`config.mk`:
```
export PLATFORM = sky130hd
export DESIGN_NAME = aogt_trim_regs
export DESIGN_NICKNAME = d
export VERILOG_FILES = /design/src/core/aogt_trim_regs.v
export VERILOG_INCLUDE_DIRS = /design/src /design/src/common
export SDC_FILE = /design/constraint.sdc
export NUM_CORES = 1
export LEC_CHECK = 0
export ABC_AREA = 1
export BUFFER_PORTS_ARGS = -buffer_cell sky130_fd_sc_hd__buf_2
export CAP_MARGIN = 20
export CORE_ASPECT_RATIO = 0.6
export CORE_MARGIN = 5
export CORE_UTILIZATION = 35
export DETAILED_ROUTE_END_ITERATION = 8
export PLACE_DENSITY = 0.68
export RECOVER_POWER = 100
export SETUP_SLACK_MARGIN = 0.02
export SLEW_MARGIN = 10
export SYNTH_ARGS = -nofsm -noshare
export SYNTH_HDL_FRONTEND = slang
export SYNTH_SLANG_ARGS = --single-unit
```
`constraint.sdc`:
```
create_clock -name clk_i -period 2 [get_ports clk_i]
set_clock_uncertainty 0.05 [all_clocks]
set_input_delay 0.1 -clock clk_i [delete_from_list [all_inputs] [get_ports clk_i]]
set_output_delay 0.1 -clock clk_i [all_outputs]
set_load 0.03 [all_outputs]
```
`src/common/aogt_defs.vh`:
```
// Constants for the converter offset and fine gain trim register bank.
// Assumes a classic Wishbone slave with a 32-bit data bus, one word per register.
`ifndef AOGT_DEFS_VH
`define AOGT_DEFS_VH

// Printed register offsets are register indices; byte address is index times four
`define AOGT_IDX_OFFSET_2A  12'h334
`define AOGT_IDX_OFFSET_2B  12'h336
`define AOGT_IDX_OFFSET_3C  12'h338
`define AOGT_IDX_OFFSET_3D  12'h33a
`define AOGT_IDX_OFFSET_4   12'h33c
`define AOGT_IDX_OFFSET_5   12'h33e
`define AOGT_IDX_GAIN_0     12'h360
`define AOGT_IDX_GAIN_1     12'h361
`define AOGT_IDX_GAIN_2A    12'h362
// Own register: input pair selection for the shared cores
`define AOGT_IDX_PAIRSEL    12'h370

// Word address width (byte address bits 13:2)
`define AOGT_AW             12
`define AOGT_ADR_LO         2
`define AOGT_ADR_HI         13

// Field layouts
`define AOGT_OFS_W          12
`define AOGT_OFS_MSB        11
`define AOGT_OFS_RSV_MSB    15
`define AOGT_OFS_RSV_LSB    12
`define AOGT_GAIN_W         5
`define AOGT_GAIN_MSB       4
`define AOGT_GAIN_RSV_MSB   7
`define AOGT_GAIN_RSV_LSB   5
`define AOGT_SEL_CORE2_BIT  0
`define AOGT_SEL_CORE3_BIT  1

// Reset values (reserved bits default to zero)
`define AOGT_OFS_RST        16'h0000
`define AOGT_GAIN_RST       8'h00
`define AOGT_SEL_RST        2'h0
`define AOGT_ZERO32         32'h0000_0000

// Register count held in the array, and slot indices
`define AOGT_NREG           9
`define AOGT_SLOT_OFFSET_2A 4'h0
`define AOGT_SLOT_OFFSET_2B 4'h1
`define AOGT_SLOT_OFFSET_3C 4'h2
`define AOGT_SLOT_OFFSET_3D 4'h3
`define AOGT_SLOT_OFFSET_4  4'h4
`define AOGT_SLOT_OFFSET_5  4'h5
`define AOGT_SLOT_GAIN_0    4'h6
`define AOGT_SLOT_GAIN_1    4'h7
`define AOGT_SLOT_GAIN_2A   4'h8
`define AOGT_SLOT_SEL       4'h9
`define AOGT_SLOT_NONE      4'hf
`define AOGT_NUM_OFS        6
`define AOGT_NUM_GAIN       3

`endif

```
`src/core/aogt_trim_regs.v`:
```
// Offset and fine gain trim register bank for a multi-core converter.
// Assumes a classic Wishbone master on clk_i, fuse defaults stable during
// reset, and a calibration engine that software waits on before access.
//
// The implementer's own choice: register access over Wishbone.
`timescale 1ns/10ps
`include "aogt_defs.vh"

module aogt_trim_regs (
    input  wire        clk_i,                 // Configuration clock, 200 MHz
    input  wire        rst_i,                 // Synchronous reset, active high
    input  wire        wb_cyc_i,              // Wishbone cycle
    input  wire        wb_stb_i,              // Wishbone strobe
    input  wire        wb_we_i,               // Wishbone write enable
    input  wire [31:0] wb_adr_i,              // Wishbone byte address
    input  wire [3:0]  wb_sel_i,              // Wishbone byte selects
    input  wire [31:0] wb_dat_i,              // Wishbone write data
    output reg  [31:0] wb_dat_o,              // Wishbone read data
    output wire        wb_ack_o,              // Wishbone acknowledge
    output wire        wb_err_o,              // Wishbone error, unmapped address
    input  wire [71:0] fuse_ofs_i,            // Fuse offsets, six 12-bit, core2a first
    input  wire [14:0] fuse_gain_i,           // Fuse gains, three 5-bit, core0 first
    output reg  [11:0] core2_offset_o,        // Offset applied to core 2
    output reg  [11:0] core3_offset_o,        // Offset applied to core 3
    output reg  [11:0] core4_offset_o,        // Offset applied to core 4
    output reg  [11:0] core5_offset_o,        // Offset applied to core 5
    output reg  [4:0]  core0_gain_o,          // Fine gain applied to core 0
    output reg  [4:0]  core1_gain_o,          // Fine gain applied to core 1
    output reg  [4:0]  core2a_gain_o,         // Fine gain for core 2 on pair A
    output reg         core2_on_pair_b_o,     // Core 2 samples pair B, else pair A
    output reg         core3_on_pair_d_o      // Core 3 samples pair D, else pair C
);

    // Register array: slots 0..5 offsets (16 bits), 6..8 gains (low 8 bits used)
    reg [15:0] trim [0:`AOGT_NREG-1];
    reg [1:0]  pair_sel;
    reg        ack_q;
    reg        err_q;
    reg        fuse_load;

    wire [`AOGT_AW-1:0] word_idx;
    wire                req;
    wire [3:0]          slot;

    // Map a register index to its storage slot; used by read and write paths
    function [3:0] aogt_slot;
        input [`AOGT_AW-1:0] idx;
        begin
            case (idx)
                `AOGT_IDX_OFFSET_2A: aogt_slot = `AOGT_SLOT_OFFSET_2A;
                `AOGT_IDX_OFFSET_2B: aogt_slot = `AOGT_SLOT_OFFSET_2B;
                `AOGT_IDX_OFFSET_3C: aogt_slot = `AOGT_SLOT_OFFSET_3C;
                `AOGT_IDX_OFFSET_3D: aogt_slot = `AOGT_SLOT_OFFSET_3D;
                `AOGT_IDX_OFFSET_4:  aogt_slot = `AOGT_SLOT_OFFSET_4;
                `AOGT_IDX_OFFSET_5:  aogt_slot = `AOGT_SLOT_OFFSET_5;
                `AOGT_IDX_GAIN_0:    aogt_slot = `AOGT_SLOT_GAIN_0;
                `AOGT_IDX_GAIN_1:    aogt_slot = `AOGT_SLOT_GAIN_1;
                `AOGT_IDX_GAIN_2A:   aogt_slot = `AOGT_SLOT_GAIN_2A;
                `AOGT_IDX_PAIRSEL: aogt_slot = `AOGT_SLOT_SEL;
                default:          aogt_slot = `AOGT_SLOT_NONE;
            endcase
        end
    endfunction

    // Address decode; a request is masked while its ack or err is showing
    assign word_idx = wb_adr_i[`AOGT_ADR_HI:`AOGT_ADR_LO];
    assign req      = wb_cyc_i & wb_stb_i & ~ack_q & ~err_q;
    assign slot     = aogt_slot(word_idx);
    assign wb_ack_o = ack_q;
    assign wb_err_o = err_q;

    // One-cycle answer: ack or err registered one edge after the request
    always @(posedge clk_i) begin
        if (rst_i) begin
            ack_q <= 1'b0;
            err_q <= 1'b0;
        end else begin
            ack_q <= req & (slot != `AOGT_SLOT_NONE);
            err_q <= req & (slot == `AOGT_SLOT_NONE);
        end
    end

    // Fuse load runs on the first edge after reset release, since
    // the synchronous reset may only load constants
    always @(posedge clk_i) begin
        if (rst_i) begin
            fuse_load <= 1'b1;
        end else begin
            fuse_load <= 1'b0;
        end
    end

    // Offset registers: reset, fuse load, then byte-lane writes
    genvar g;
    generate
        for (g = 0; g < `AOGT_NUM_OFS; g = g + 1) begin : g_ofs
            always @(posedge clk_i) begin
                if (rst_i) begin
                    trim[g] <= `AOGT_OFS_RST;
                end else if (fuse_load) begin
                    trim[g] <= {4'h0, fuse_ofs_i[g*`AOGT_OFS_W +: `AOGT_OFS_W]};
                end else if (req & wb_we_i & (slot == g)) begin
                    if (wb_sel_i[0]) begin
                        trim[g][7:0] <= wb_dat_i[7:0];
                    end
                    if (wb_sel_i[1]) begin
                        trim[g][15:8] <= wb_dat_i[15:8];
                    end
                end
            end
        end
        for (g = 0; g < `AOGT_NUM_GAIN; g = g + 1) begin : g_gain
            always @(posedge clk_i) begin
                if (rst_i) begin
                    trim[`AOGT_NUM_OFS+g] <= {8'h00, `AOGT_GAIN_RST};
                end else if (fuse_load) begin
                    trim[`AOGT_NUM_OFS+g] <=
                        {11'h000, fuse_gain_i[g*`AOGT_GAIN_W +: `AOGT_GAIN_W]};
                end else if (req & wb_we_i & wb_sel_i[0] & (slot == `AOGT_NUM_OFS+g)) begin
                    // byte register keeps low lane only
                    trim[`AOGT_NUM_OFS+g] <= {8'h00, wb_dat_i[7:0]};
                end
            end
        end
    endgenerate

    // Pair selection register, a stand-in for the sampling mode control
    always @(posedge clk_i) begin
        if (rst_i) begin
            pair_sel <= `AOGT_SEL_RST;
        end else if (req & wb_we_i & wb_sel_i[0] & (slot == `AOGT_SLOT_SEL)) begin
            pair_sel <= wb_dat_i[1:0];
        end
    end

    // read mux, no side effects; reserved bits read as stored
    always @(posedge clk_i) begin
        if (rst_i) begin
            wb_dat_o <= `AOGT_ZERO32;
        end else if (req & ~wb_we_i) begin
            if (slot == `AOGT_SLOT_SEL) begin
                wb_dat_o <= {30'h0, pair_sel};
            end else if (slot == `AOGT_SLOT_NONE) begin
                wb_dat_o <= `AOGT_ZERO32;
            end else begin
                wb_dat_o <= {16'h0000, trim[slot]};
            end
        end
    end

    // Trim values routed to the cores; registered so outputs settle cleanly
    always @(posedge clk_i) begin
        if (rst_i) begin
            core2_offset_o    <= 12'h000;
            core3_offset_o    <= 12'h000;
            core4_offset_o    <= 12'h000;
            core5_offset_o    <= 12'h000;
            core0_gain_o      <= 5'h00;
            core1_gain_o      <= 5'h00;
            core2a_gain_o     <= 5'h00;
            core2_on_pair_b_o <= 1'b0;
            core3_on_pair_d_o <= 1'b0;
        end else begin
            core2_offset_o <= pair_sel[`AOGT_SEL_CORE2_BIT] ?
                trim[`AOGT_SLOT_OFFSET_2B][`AOGT_OFS_MSB:0] :
                trim[`AOGT_SLOT_OFFSET_2A][`AOGT_OFS_MSB:0];
            core3_offset_o <= pair_sel[`AOGT_SEL_CORE3_BIT] ?
                trim[`AOGT_SLOT_OFFSET_3D][`AOGT_OFS_MSB:0] :
                trim[`AOGT_SLOT_OFFSET_3C][`AOGT_OFS_MSB:0];
            core4_offset_o <= trim[`AOGT_SLOT_OFFSET_4][`AOGT_OFS_MSB:0];
            core5_offset_o <= trim[`AOGT_SLOT_OFFSET_5][`AOGT_OFS_MSB:0];
            core0_gain_o <= trim[`AOGT_SLOT_GAIN_0][`AOGT_GAIN_MSB:0];
            core1_gain_o <= trim[`AOGT_SLOT_GAIN_1][`AOGT_GAIN_MSB:0];
            core2a_gain_o <= trim[`AOGT_SLOT_GAIN_2A][`AOGT_GAIN_MSB:0];
            core2_on_pair_b_o <= pair_sel[`AOGT_SEL_CORE2_BIT];
            core3_on_pair_d_o <= pair_sel[`AOGT_SEL_CORE3_BIT];
        end
    end

endmodule

```
==> impl_results.md, run 1 <==
* GR Util All Layers at 0.219
* First-pass GRT wire length at 49600 um
* Setup tns final at 0 ns
* Register bit total from synthesis at roughly 210
* Max_slew headroom at 0.312
* Worst-margin pin slew at 1.03 ns
* Critical Path RT at roughly 2.2 ns
* Synth top area cells: edfxtp_1 39%, dfxtp_1 19%, nand2_1 11%
* Fillers at 2509
* DR vias at 8930
* P_leak at 5.54 nW
* Unrepaired setup endpoints after global routing: no
* Synth warn at 0
* Post-synth top flop: edfxtp_1
* Antenna violations before repair at 2
* CORE AREA at 25600 sq um
* Pin count of the biggest net entering global routing at 70
* EDFF count, synth at 120
* Worst setup EP type: flop
* Iter 0 DRT Violations at 838
* Fmax at 504 MHz
* Detailed Place HPWL at 25100 um
* Peak supply drop at 0.532 mV
* Ports at 259
* Setup CP Type: reg2reg
* # rows at 45
* Clk Latency, worst-skew pair at 0.52 ns
* Grt total ovfl at 0
* TritonCTS Buffers at 21
* Area leader, netlist: edfxtp_1
* Mapped Cells at 1076
* Mean post-synth cell area at 8.53 sq um
* Min Clock Period, post-route at between 1.5 and 2 ns
* Final setup fails at 0
* Die H at between 100 and 150 um
* Ratio of cells with drive above 1 in the final layout at 0.195
* Run status: finished, final reports clean
* Max incr delay on CP at 0.31 ns
* Buffers & Inverters on Critical Path at 3
* Synth top area share at 0.393
* Async SR Flop Fraction at 0
* Final period util at 0.993
* Met3 wire len at roughly 4300 um
* Area delta synth->final at 39.0%
* WP data arrival at 2.15 ns
* Avg Vias per Cell at a little under 5
* Metal-1 WL at 15000 um
* Antenna viol nets, final at 0
* Type of origin of the critical path: flop
* Critical path, cell by cell: nor2_1 -> and3_4 -> inv_1 -> buf_4 -> nor4_1 -> nand3_1 -> nand2_1 -> buf_4
* CP most frequent cell: buf_4
* Most frequent cells after synthesis: 263 x nand2_1, 142 x inv_1, 120 x edfxtp_1, 119 x o21ai_0, 105 x nor2_1
* Setup slack after layout at 0.0142 ns
* Clock sinks at 206
* MaxCap Viol Count at 0
* Post-synthesis sequential area ratio at 0.580
* Die Wd at 219 um
* Cell area after synthesis at 9180 sq um
* WL/cell at 18.4 um
* Maximum root-to-sink buffer count at 3
* Vias in the first global route at around 8.7k
* Die area at a little under 30000 sq um
* Max-slew violations at 0
* Initial Util at 0.359
* Worst slack, placed at -0.328 ns
* H-tree depth at 1
* Root Driver: clkbuf_16
* Nets@finish at 1611
* CP delay by family, top: simple AND/OR/NAND/NOR gates
* Yosys cell types at 28
* GPL Wtd Cong at 0.939
* Final Hold Fails at 0
* HP Class: in2reg
* Buffers added on ports at 204
* Crit-path max FO at 8
* Cell Pwr Density at 758 nW/um^2
* CTS tree: done
* Routed wire length at 33400 um
* Reg clk slew, reported paths at 0.07 ns
* Most common cell in the synthesized netlist: nand2_1
* Top Metal Used: met4
* WL met2 at around 13000 um
* Crit path max-delay cell type: dfxtp_1
* Remaining DRCs at 0
* DRT Pass-1 Iters at 6
area by class of cell:
cell class                 count  area, sq um  area share
antenna                        1         2.50    0.000196
clock buffer                  29          607      0.0476
clock inverter                 8         73.8     0.00579
inverter                     146          561      0.0439
multi-input combinational    680         3150       0.247
sequential                   206         5330       0.417
tap                          352          440      0.0345
timing repair buffer         396         2600       0.204
worst register-to-register path, delay by kind of cell (launching register included):
family	cells	cell delay, ns
buffers and inverters	3	0.38
and+or+nand+nor	5	0.93
DFF	1	0.31
placed cells by master, fill, tap and decap left out, types with 2 or more instances in the layout:
master and n:
buf_4 68, clkinvlp_4 2, nand3b_1 6, o21ai_0 135
nor3_1 2, nand2_2 10, clkbuf_2 14, nand4_1 26
nor2_4 9, nand3_1 43, inv_1 141, inv_2 4
clkbuf_16 22, o21ai_1 11, clkbuf_8 3, o21ai_2 2
nor2_1 99, edfxtp_1 120, dfxtp_1 86, nor2_2 6
nand2_4 4, clkinv_2 2, clkbuf_1 98, conb_1 16
dlygate4sd3_1 91, nand3_2 2, buf_2 120, nand2_1 255
buf_12 7, nor4_1 2, clkbuf_4 2, a21oi_1 48
power breakdown:
group / leakage [nW] / internal [W] / switching, W
combinational: 3.16 / 0.000355 / 0.000634
clock: 0.330 / 0.00226 / 0.00168
sequential: 2.05 / 0.00467 / 0.0000646
layer usage:
| metal | vias to the layer above | global-route usage |
|---|---|---|
| met5 | - | 0 |
| met4 | 0 | 0.0488 |
| met3 | 57 | 0.0766 |
| met2 | 494 | 0.314 |
| met1 | 4146 | 0.318 |
| li1 | 4233 | - |
through the flow:
| stage | std cells | hold slack, ns | area (sq um) | util | total power [W] |
|---|---|---|---|---|---|
| finish | 1818 | 0.00722 | 12800 | 0.499 | 0.00967 |
| global route | 1818 | 0.00365 | 12800 | 0.499 | 0.00999 |
| CTS | 1814 | 0.000943 | 13000 | 0.507 | 0.00975 |
| detailed placement | 1686 | 0.283 | 11400 | 0.445 | 0.00570 |
| global placement | 1686 | 0.282 | 11400 | 0.445 | 0.00568 |
| floorplan | 1091 | 0.0777 | 9330 | - | 0.00527 |
cells by family (layout without fill, tap and decap cells):
family | Yosys count | count (layout) | share of synthesized area
AND/OR/NAND/NOR | 467 | 467 | 0.219
buffers and inverters | 205 | 579 | 0.0920
AO/OA/AOI/OAI | 197 | 197 | 0.109
flip-flops | 206 | 206 | 0.580
other | 1 | 17 | 0.000409
worst paths after layout:
path                            slack (ns)      endpoint    startpoint  cells past startpoint
worst max-delay path                  0.01    trim[1][3]      wb_ack_o                      8
worst min register to register        0.42  wb_dat_o[14]  wb_dat_o[14]                      2
worst min-delay path                 0.007   trim[2][13]  wb_dat_i[13]                      3
worst max register to register        0.01    trim[1][3]      wb_ack_o                      8
sequential cells by signal, summed over array words and instances, names as in the netlist:
| signal | flops |
|---|---|
| trim | 120 |
| wb_dat_o | 16 |
| core2_offset_o | 12 |
| core3_offset_o | 12 |
| core4_offset_o | 12 |
| core5_offset_o | 12 |
| core0_gain_o | 5 |
| core1_gain_o | 5 |
| core2a_gain_o | 5 |
| pair_sel | 2 |
| core2_on_pair_b_o | 1 |
| core3_on_pair_d_o | 1 |
| fuse_load | 1 |
| wb_ack_o | 1 |
| wb_err_o | 1 |
timing repair:
| item | CTS | global route |
|---|---|---|
| setup buffers | 0 | 3 |
| endpoints found under the setup margin | 0 | 49 |
| resized for setup | 0 | 7 |
| hold endpoints to repair | 104 | 0 |
| hold buffers | 91 | 0 |
No activity file was read; power rests on OpenSTA's default activity.
==> inputs of run 2 (changes only) <==
--- a/config.mk
+++ b/config.mk
@@ -12,6 +12,7 @@
 export CORE_ASPECT_RATIO = 0.6
 export CORE_MARGIN = 5
 export CORE_UTILIZATION = 35
+export CTS_BUF_LIST = sky130_fd_sc_hd__clkbuf_16
 export DETAILED_ROUTE_END_ITERATION = 8
 export PLACE_DENSITY = 0.68
 export RECOVER_POWER = 100
==> impl_results.md, run 2 (synthesis gave the netlist of run 1 again) <==
* Run status: finished, final reports clean
* Reg clk slew, reported paths at 0.07 ns
* Most frequent cells in the layout: 255 x nand2_1, 145 x inv_1, 120 x buf_2, 120 x edfxtp_1, 116 x o21ai_0
* Reg2reg start: wb_ack_o
* WP data arrival at around 2.2 ns
* Initial Util at 0.359
* Worst R2R Path Depth at 8
* Sequential Power Share at 0.496
* H-tree depth at 1
* GR Util All Layers at 0.218
* Die area at 29700 sq um
* Cell internal pwr at about 0.0072 W
* Top reg by flops: trim
* Cell Pwr Density at 743 nW/um^2
* R2R Path End: trim[1][3]
* CORE AREA at 25600 sq um
* Die Wd at 219 um
* CP startpoint: wb_ack_o
* Ratio of cells with drive above 1 in the final layout at 0.198
* Grt total ovfl at 0
* Final period util at 0.993
* Setup CP Type: reg2reg
* Critical Path RT at 2.17 ns
* Combinational share of power at 0.106
* Placed insts at 1686
* Top Registers: trim: 120 flops, wb_dat_o: 16 flops
* Root Driver: clkbuf_16
* Buffers added on ports at 204
* Area delta synth->final at 40.0%
* DRT Pass-1 Iters at 6
* Sw power at between 0.002 and 0.0025 W
* Type of origin of the critical path: flop
* Ports at around 260
* Clock sinks at 206
* MaxCap Viol Count at 0
* # rows at 45
* Beginning of the worst hold path: wb_dat_i[13]
* Routed wire length at between 30000 and 40000 um
* HP Class: in2reg
* Fmax at 504 MHz
* WL/cell at about 18 um
* Final Hold Fails at 0
* Fin util at 0.503
* Crit-path max FO at 8
* Max_slew headroom at 0.326
* Min Clock Period, post-route at 1.99 ns
* Clk Latency, worst-skew pair at 0.52 ns
* Met3 GRT Util at 0.0766
* Met1 usage at 0.317
* Nets@finish at 1611
* Worst-margin pin slew at 1.01 ns
* Fillers at 2490
* Busiest grt layer: met1
* Pin count of the biggest net entering global routing at 70
* Commonest non-fill, non-tap cell in the layout: nand2_1
* Peak supply drop at 0.530 mV
* Die H at 135 um
* Remaining DRCs at 0
* Maximum root-to-sink buffer count at 3
* GR Layer Usage met2 at 0.314
* Detailed Place HPWL at 25100 um
* Switching share of power at 0.250
* R2r setup slk at 0.01 ns
* P_leak at 5.61 nW
* Iter 0 DRT Violations at just over 900
* Final setup fails at 0
* Fin cells at 1818
* Antenna viol nets, final at 0
* DR vias at 8840
* Worst setup EP type: flop
* TritonCTS Buffers at 21
* CTS tree: done
* Avg Vias per Cell at 4.86
* First-pass GRT wire length at approximately 50000 um
* GPL Wtd Cong at 0.939
* Hold EP: trim[2][13]
* Hold Path Cell Cnt at 3
* Max reg flops at 120
* Power consumption at 0.00955 W
* Clk pwr share at 0.399
* Antenna violations before repair at 2
* Vias in the first global route at just under 9k
* Max-slew violations at 0
run 2: cell types whose count changed in the layout (fill, tap and decap cells not counted), sizes merged:
cell	delta
inv	+6
clkbuf	-26
clkinv	+1
buf	+19
run 2: through the flow:
stage          hold WS [ns]  setup WS [ns]  setup TNS, ns  cell area [sq um]
4_1_cts             0.00338         0.0310              0              12900
3_3_place_gp          0.282         -0.241         -16.62              11400
3_5_place_dp          0.283         -0.328         -25.46              11400
5_1_grt             0.00579        -0.0422         -0.584              12800
2_1_floorplan        0.0777        -0.0282         -0.902               9330
6_report            0.00348         0.0141              0              12800
run 2: area by class of cell:
| class | instances | area (sq um) | share of cell area |
|---|---|---|---|
| Tap cell | 352 | 440 | 0.0343 |
| Timing Repair Buffer | 396 | 2700 | 0.210 |
| Clock inverter | 15 | 100 | 0.00779 |
| Antenna cell | 1 | 2.50 | 0.000195 |
| Inverter | 146 | 561 | 0.0436 |
| Sequential cell | 206 | 5330 | 0.414 |
| Clock buffer | 22 | 551 | 0.0428 |
| Multi-Input combinational cell | 680 | 3170 | 0.247 |
run 2: routing by layer:
| layer | wire (um) | vias to the layer above | share of wire |
|---|---|---|---|
| met2 | 13500 | 475 | 0.40 |
| li1 | - | 4224 | - |
| met1 | 14900 | 4087 | 0.45 |
| met5 | 0 | - | 0 |
| met4 | 646 | 0 | 0.019 |
| met3 | 4240 | 54 | 0.13 |
run 2: how the worst max path moves through the flow:
stage	to	slack, ns	depth (start not counted)
finish	trim[1][3]	0.01	8
global route	trim[1][7]	-0.04	8
CTS	trim[0][1]	0.03	9
detailed placement	trim[0][1]	-0.33	14
global placement	wb_dat_o[9]	-0.24	17
floorplan	trim[0][10]	-0.03	12
run 2: what timing repair did:
action | CTS | global route
setup endpoints to repair | 0 | 49
resized for setup | 0 | 7
setup buffers | 0 | 3
hold buffers | 91 | 0
hold endpoints to repair | 104 | 0
run 2: power groups by stage:
stage	logic, W	registers (W)	clock network (W)
3_5_place_dp	0.000870	0.00483	0
4_1_cts	0.00101	0.00473	0.00386
2_1_floorplan	0.000359	0.00491	0
5_1_grt	0.00109	0.00475	0.00402
6_report	0.00101	0.00474	0.00381
3_3_place_gp	0.000864	0.00482	0
run 2: worst max-delay path, stage by stage (launching register included):
cell and delay (ns):
dfxtp_1 0.31, nor2_1 0.12, and3_4 0.20, inv_1 0.05, buf_4 0.15, nor4_1 0.26, nand3_1 0.25, nand2_1 0.11
buf_4 0.17
